File: src/pkg/rmpc_pkg.sv
package rmpc_pkg;

   // ----------------------------------------
   // Prescaler
   // ----------------------------------------
   localparam int RMPC_PRE_W = 2;
   localparam int RMPC_CNT_W = 3;
   // Divide-by minus one for each prescaler setting
   localparam logic [2:0] RMPC_PRE_LAST_0 = 3'h0;
   localparam logic [2:0] RMPC_PRE_LAST_1 = 3'h1;
   localparam logic [2:0] RMPC_PRE_LAST_2 = 3'h3;
   localparam logic [2:0] RMPC_PRE_LAST_3 = 3'h7;
   localparam logic [2:0] RMPC_CNT_ZERO = 3'h0;
   localparam logic [2:0] RMPC_CNT_ONE = 3'h1;

   // ----------------------------------------
   // Pin synchroniser
   // ----------------------------------------
   localparam int RMPC_SYNC_W = 2;
   localparam int RMPC_SYNC_RST = 0;
   localparam int RMPC_SYNC_MODE = 1;
   // Reset pin idles high, mode pin idles low
   localparam logic [1:0] RMPC_SYNC_INIT = 2'h1;

endpackage

File: src/pkg/rmpc_sync_if.sv
`timescale 1ns/1ps
interface rmpc_sync_if;
   import rmpc_pkg::*;
   logic [RMPC_SYNC_W-1:0] raw;
   logic [RMPC_SYNC_W-1:0] clean;
   modport sync_side (input raw, output clean);
   modport user_side (output raw, input clean);
endinterface

File: src/hw/rmpc_pin_ctrl.sv
`timescale 1ns/1ps
// Contract
// - SPI mode: reset pin low holds the whole chip in reset.
// - During reset all settings default and serial communication is refused, like power-on.
// - During reset internal clocks stop; only the input structure keeps the master clock.
// - Analog biases stay on during reset so the part runs right after release.
// - Two-wire mode: reset pin is oversample bit 0, captured on entry and watchdog reset.
// - Modulator output pin is high impedance while its enable bit is low.
// - Enabled modulator pin carries the bitstream, updated once per analog clock period.
// - Enabled modulator output disables the conversion done output.
// - Two-wire mode forces the modulator pin to high impedance regardless of enable.
// - External reference select high disables the internal reference outside chip reset.
// - External reference select low enables internal reference and closes its pin switch.
// - Mode pin low selects SPI, high two-wire; latched after any reset kind; power-on latches SPI from the synchroniser's idle mode level.
// - Analog master clock is the master clock divided by 1, 2, 4 or 8 for prescale setting 0 to 3.
module rmpc_pin_ctrl
   import rmpc_pkg::*;
(
   input wire logic mclk_i,
   input wire logic srst_i,
   input wire logic reset_oversample_select_bit0_n_i,
   input wire logic mode_pin_i,
   input wire logic watchdog_reset_i,
   input wire logic modulator_output_enable_i,
   input wire logic external_reference_select_i,
   input wire logic [RMPC_PRE_W-1:0] prescale_sel_i,
   input wire logic modulator_bit_i,
   input wire logic conversion_done_i,
   output logic chip_reset_o,
   output logic comm_enable_o,
   output logic clock_dist_en_o,
   output logic input_clock_en_o,
   output logic analog_bias_en_o,
   output logic twowire_mode_o,
   output logic oversample_select_bit0_o,
   output logic analog_master_clock_o,
   output logic modulator_bitstream_out_o,
   output logic modulator_bitstream_oe_o,
   output logic conversion_done_strobe_o,
   output logic conversion_done_oe_o,
   output logic int_vref_en_o,
   output logic vref_switch_close_o
);

   typedef struct packed {
      logic mode_pending;
      logic chip_rst;
      logic comm_en;
      logic clk_dist;
      logic bias_en;
      logic twowire;
      logic oversample_select_bit0;
      logic [RMPC_CNT_W-1:0] div_cnt;
      logic analog_master_clock_tick;
      logic mdat;
      logic mdat_oe;
      logic done;
      logic done_oe;
      logic vref_en;
   } rmpc_state_t;

   rmpc_state_t st;
   rmpc_state_t next_st;
   rmpc_sync_if sif();
   logic rst_pin;
   logic mode_pin;
   logic [RMPC_CNT_W-1:0] div_last;
   logic tick_now;

   assign sif.raw = {mode_pin_i, reset_oversample_select_bit0_n_i};
   assign rst_pin = sif.clean[RMPC_SYNC_RST];
   assign mode_pin = sif.clean[RMPC_SYNC_MODE];

   rmpc_sync u_sync (
      .mclk_i(mclk_i),
      .srst_i(srst_i),
      .sif(sif)
   );

   // ----------------------------------------
   // Prescaler selection
   // ----------------------------------------
   always_comb begin
      case (prescale_sel_i)
         2'h0: div_last = RMPC_PRE_LAST_0;
         2'h1: div_last = RMPC_PRE_LAST_1;
         2'h2: div_last = RMPC_PRE_LAST_2;
         default: div_last = RMPC_PRE_LAST_3;
      endcase
   end

   assign tick_now = (st.div_cnt >= div_last);

   // ----------------------------------------
   // Next state
   // ----------------------------------------
   always_comb begin
      next_st = st;
      next_st.bias_en = 1'b1;
      // Mode is sampled only at reset events so a moving pin cannot flip the interface
      if (st.mode_pending || st.chip_rst || watchdog_reset_i) begin
         next_st.twowire = mode_pin;
      end
      next_st.mode_pending = 1'b0;
      // Reset pin is only a reset in SPI mode; the clean level is already clock aligned
      next_st.chip_rst = !next_st.twowire && !rst_pin;
      if (next_st.twowire && (!st.twowire || watchdog_reset_i)) begin
         next_st.oversample_select_bit0 = rst_pin;
      end
      next_st.comm_en = !next_st.chip_rst;
      next_st.clk_dist = !next_st.chip_rst;
      if (next_st.chip_rst) begin
         next_st.div_cnt = RMPC_CNT_ZERO;
         next_st.analog_master_clock_tick = 1'b0;
      end else if (tick_now) begin
         next_st.div_cnt = RMPC_CNT_ZERO;
         next_st.analog_master_clock_tick = 1'b1;
      end else begin
         next_st.div_cnt = st.div_cnt + RMPC_CNT_ONE;
         next_st.analog_master_clock_tick = 1'b0;
      end
      next_st.mdat_oe = modulator_output_enable_i && !next_st.twowire && !next_st.chip_rst;
      if (!next_st.mdat_oe) begin
         next_st.mdat = 1'b0;
      end else if (next_st.analog_master_clock_tick) begin
         next_st.mdat = modulator_bit_i;
      end
      next_st.done_oe = !next_st.mdat_oe && !next_st.twowire && !next_st.chip_rst;
      next_st.done = next_st.done_oe && conversion_done_i;
      // Settings fall back to default while the chip is held
      next_st.vref_en = next_st.chip_rst || !external_reference_select_i;
   end

   always_ff @(posedge mclk_i) begin
      if (srst_i) begin
         st <= '0;
         st.mode_pending <= 1'b1;
         st.chip_rst <= 1'b1;
         st.vref_en <= 1'b1;
      end else begin
         st <= next_st;
      end
   end

   // ----------------------------------------
   // Outputs
   // ----------------------------------------
   assign chip_reset_o = st.chip_rst;
   assign comm_enable_o = st.comm_en;
   assign clock_dist_en_o = st.clk_dist;
   assign input_clock_en_o = st.bias_en;
   assign analog_bias_en_o = st.bias_en;
   assign twowire_mode_o = st.twowire;
   assign oversample_select_bit0_o = st.oversample_select_bit0;
   assign analog_master_clock_o = st.analog_master_clock_tick;
   assign modulator_bitstream_out_o = st.mdat;
   assign modulator_bitstream_oe_o = st.mdat_oe;
   assign conversion_done_strobe_o = st.done;
   assign conversion_done_oe_o = st.done_oe;
   assign int_vref_en_o = st.vref_en;
   assign vref_switch_close_o = st.vref_en;
endmodule

File: src/hw/rmpc_sync.sv
`timescale 1ns/1ps
module rmpc_sync
   import rmpc_pkg::*;
(
   input wire logic mclk_i,
   input wire logic srst_i,
   rmpc_sync_if.sync_side sif
);

   typedef struct packed {
      logic [RMPC_SYNC_W-1:0] s1;
      logic [RMPC_SYNC_W-1:0] s2;
      logic [RMPC_SYNC_W-1:0] s3;
      logic [RMPC_SYNC_W-1:0] clean;
   } rmpc_sync_st_t;

   rmpc_sync_st_t st;
   rmpc_sync_st_t next_st;

   // ----------------------------------------
   // Three stages, accept once two and three agree
   // ----------------------------------------
   always_comb begin
      next_st = st;
      next_st.s1 = sif.raw;
      next_st.s2 = st.s1;
      next_st.s3 = st.s2;
      // Per bit so a glitch on one pin does not stall the other
      for (int i = 0; i < RMPC_SYNC_W; i++) begin
         if (st.s2[i] == st.s3[i]) begin
            next_st.clean[i] = st.s3[i];
         end
      end
   end

   always_ff @(posedge mclk_i) begin
      if (srst_i) begin
         st <= '{s1: RMPC_SYNC_INIT, s2: RMPC_SYNC_INIT, s3: RMPC_SYNC_INIT, clean: RMPC_SYNC_INIT};
      end else begin
         st <= next_st;
      end
   end

   assign sif.clean = st.clean;

endmodule

File: config.mk
export PLATFORM = sky130hd
export DESIGN_NAME = rmpc_pin_ctrl
export DESIGN_NICKNAME = d
export VERILOG_FILES = /design/src/pkg/rmpc_pkg.sv /design/src/pkg/rmpc_sync_if.sv /design/src/hw/rmpc_pin_ctrl.sv /design/src/hw/rmpc_sync.sv
export SDC_FILE = /design/constraint.sdc
export NUM_CORES = 1
export LEC_CHECK = 0
export BUFFER_PORTS_ARGS = -buffer_cell sky130_fd_sc_hd__buf_2
export CAP_MARGIN = 20
export CORE_UTILIZATION = 52
export DETAILED_ROUTE_END_ITERATION = 6
export GPL_ROUTABILITY_DRIVEN = 0
export PLACE_DENSITY = 0.81
export SYNTH_ARGS = -nofsm -noshare
export SYNTH_HDL_FRONTEND = slang
export SYNTH_SLANG_ARGS = --single-unit
File: constraint.sdc
create_clock -name mclk_i -period 3.4 [get_ports mclk_i]
set_clock_uncertainty 0.05 [all_clocks]
set_input_delay 0.34 -clock mclk_i [delete_from_list [all_inputs] [get_ports mclk_i]]
set_output_delay 0.34 -clock mclk_i [all_outputs]
set_load 0.05 [all_outputs]
==> flow_metrics.env <==
export IMPL_status="completed"
export IMPL_route_detailed_drc=0
export IMPL_avgSynthCellArea_sq_um=11.0
export IMPL_first_iter_violations=12
export IMPL_worstSkewPairLatency_ns=0.30
export IMPL_cts_buffers=3
export IMPL_max_cap_violations=0
export IMPL_synth_compound_area_frac=0.123
export IMPL_cts_hold_buf=0
export IMPL_die_y_microns=42.8
export IMPL_cts_resized=0
export IMPL_rsz0062_at_grt="no"
export IMPL_dieWidth_microns=42.8
export IMPL_endpoint_kind="register"
export IMPL_wirelength_mm=1.27
export IMPL_yosysWarnings=0
export IMPL_fin_crit_sh=0.469
export IMPL_yosysTopAreaCellShare=0.532
export IMPL_antenna_found_initial=0
export IMPL_synth_yosys_seq_area_share=0.532
export IMPL_viasPerCell=4.97
export IMPL_synthSimpleGateAreaFrac=0.198
export IMPL_path_class="reg -> reg"
export IMPL_rows=14
export IMPL_crit_path_cell_trace="inv_1 -> ha_1 -> nand2b_1 -> a211oi_2 -> or2_2 -> and3_1"
export IMPL_finalHoldViolations=0
export IMPL_tns_ns=0
export IMPL_grt_use_total=0.156
export IMPL_antenna_left=0
export IMPL_cts_tree="built"
export IMPL_power_density_nw_per_um2=535
export IMPL_cts_reportedPaths_clkPinSlew_ns=0.11
export IMPL_ctsRootBufferMaster="clkbuf_4"
export IMPL_initial_core_util=0.568
export IMPL_grt_max_degree=14
export IMPL_synthToLayoutAreaGrowth_pct=16.3
export IMPL_grt_pass1_wl_mm=2.15
export IMPL_antennaDiodeCount=0
export IMPL_post_cts_buffers=0
export IMPL_worst_path_buf_inv=1
export IMPL_setup_viol=0
export IMPL_period_minus_slack_ns=1.60
export IMPL_ff_latch_area_sq_um=460
export IMPL_cp_top_family="simple AND/OR/NAND/NOR gates"
export IMPL_slowest_delay_ns=0.40
export IMPL_wl_per_cell_microns=10.6
export IMPL_io_buffers=24
export IMPL_peakVddDrop_uv=408
export IMPL_critPathLaunchType="register"
export IMPL_p_leak_nw=0.477
export IMPL_synthTopCellsByArea="dfxtp_1 (53%), ha_1 (5.8%), nor3_2 (3.5%), nor2_1 (3.5%), a211oi_2 (2.9%)"
export IMPL_hp_class="in -> reg"
export IMPL_yosysTopAreaCell="dfxtp_1"
export IMPL_cp_slowest_cell="dfxtp_1"
export IMPL_ios=25
export IMPL_nFillCells=130
export IMPL_cts_sinks=23
export IMPL_path_max_fanout=3
export IMPL_overflow=0
export IMPL_synthMuxAreaShare=0.0231
export IMPL_netlist_instances=79
export IMPL_synth_cell_types=25
export IMPL_synth_adder_area_share=0.0578
export IMPL_dr_pass1_iters=4
export IMPL_fin_nets=119
export IMPL_critPathRequiredTime_ns=3.60
export IMPL_vias=591
export IMPL_h_tree_depth=1
export IMPL_drv_slew=0
export IMPL_synth_top_family_by_area="simple AND/OR/NAND/NOR gates"
export IMPL_tightest_slew_ns=0.281
export IMPL_synth_nets=94
export IMPL_drive_above_1_share=0.417
export IMPL_grt_pass1_vias=525
export IMPL_dp_hpwl_microns=975
export IMPL_ys_ff_latch=23
export IMPL_place_ws_ns=1.51
export IMPL_core_sq_um=1520
export IMPL_fin_ws_ns=1.80
export IMPL_max_freq_mhz=626
export IMPL_multi_input_area_sq_um=357
export IMPL_synth_xor_area_frac=0.0101
export IMPL_die_area_sq_um=1830
export IMPL_clock_path_buffers=2
export IMPL_slew_headroom=0.812
export IMPL_arrival_ns=1.79
export IMPL_syn_area_sq_um=866
## layout by cell type (no fill, tap or decap), drive strengths merged, types with 3 or more instances in the layout
| cell | synthesis | routed |
|---|---|---|
| clkbuf | 1 | 3 |
| ha | 4 | 4 |
| nor2 | 8 | 8 |
| or2 | 5 | 5 |
| buf | 3 | 24 |
| nand2 | 4 | 4 |
| nor2b | 3 | 3 |
| dfxtp | 23 | 23 |
| inv | 6 | 6 |
| nor3 | 3 | 3 |
| a21oi | 4 | 4 |
## final timing paths
| path | startpoint | endpoint | slack [ns] | cells past startpoint |
|---|---|---|---|---|
| worst max-delay path | st[6]$_SDFF_PP0_ | st[7]$_SDFF_PP0_ | 1.80 | 6 |
| worst min-delay path | external_reference_select_i | int_vref_en_o$_SDFF_PP1_ | 0.14 | 2 |
| worst max register to register | st[6]$_SDFF_PP0_ | st[7]$_SDFF_PP0_ | 1.80 | 6 |
| worst min register to register | u_sync.next_st[4]$_SDFF_PP1_ | u_sync.next_st[2]$_SDFF_PP1_ | 0.37 | 1 |
## metrics by stage
step	util	hold slack [ns]	total power, W	instances	cell area (sq um)
floorplan	-	0.318	0.000400	79	866
global placement	0.643	0.344	0.000422	115	980
detailed placement	0.643	0.346	0.000425	115	980
CTS	0.661	0.128	0.000545	119	1010
global route	0.661	0.138	0.000567	119	1010
finish	0.661	0.138	0.000539	119	1010
## routing by layer
| layer | global-route usage | routed length (microns) | vias to the layer above | share of wire |
|---|---|---|---|---|
| met5 | 0 | 0 | - | 0 |
| met2 | 0.248 | 614 | 16 | 0.48 |
| met3 | 0.0426 | 71 | 2 | 0.056 |
| li1 | - | - | 306 | - |
| met1 | 0.197 | 567 | 267 | 0.45 |
| met4 | 0.0688 | 13 | 0 | 0.010 |
## logic make-up after synthesis
family          after synthesis
simple gates                 29
flops                        23
compound gates               10
buf+inv                      10
fa+ha+maj                     4
mux                           2
xor+xnor                      1
## where the power goes
part | switching (W) | internal, W
Combinational | 0.0000754 | 0.0000439
Sequential | 0.0000113 | 0.000289
Clock | 0.0000756 | 0.0000437
Total | 0.000162 | 0.000376
## area by class of cell
class,count,share of cell area
clock buffers,3,0.0224
clock inverters,1,0.00497
inverters,6,0.0224
multi-input cells,46,0.354
flip-flops and latches,23,0.457
well taps,16,0.0199
repair buffers,24,0.119
## Yosys cell counts (all sizes together)
cell	n
dfxtp	23
nor2	8
inv	6
or2	5
a21oi	4
ha	4
nand2	4
buf	3
nor2b	3
nor3	3
a211oi	2
and3	2
mux2i	2
nand4	2
o21ai	2
a21boi	1
clkbuf	1
nand2b	1
nor3b	1
o31ai	1
xnor2	1
## state kept, by name (all words and copies together) (netlist names)
| signal | cells |
|---|---|
| modulator_bitstream_oe_o | 1 |
| conversion_done_strobe_o | 1 |
| analog_bias_en_o | 1 |
| u_sync.next_st | 4 |
| chip_reset_o | 1 |
| analog_master_clock_o | 1 |
| u_sync.sif.clean | 2 |
| twowire_mode_o | 1 |
| conversion_done_oe_o | 1 |
| modulator_bitstream_out_o | 1 |
| u_sync.st | 2 |
| st | 4 |
| oversample_select_bit0_o | 1 |
| int_vref_en_o | 1 |
| clock_dist_en_o | 1 |
No activity file was read; power rests on OpenSTA's default activity.
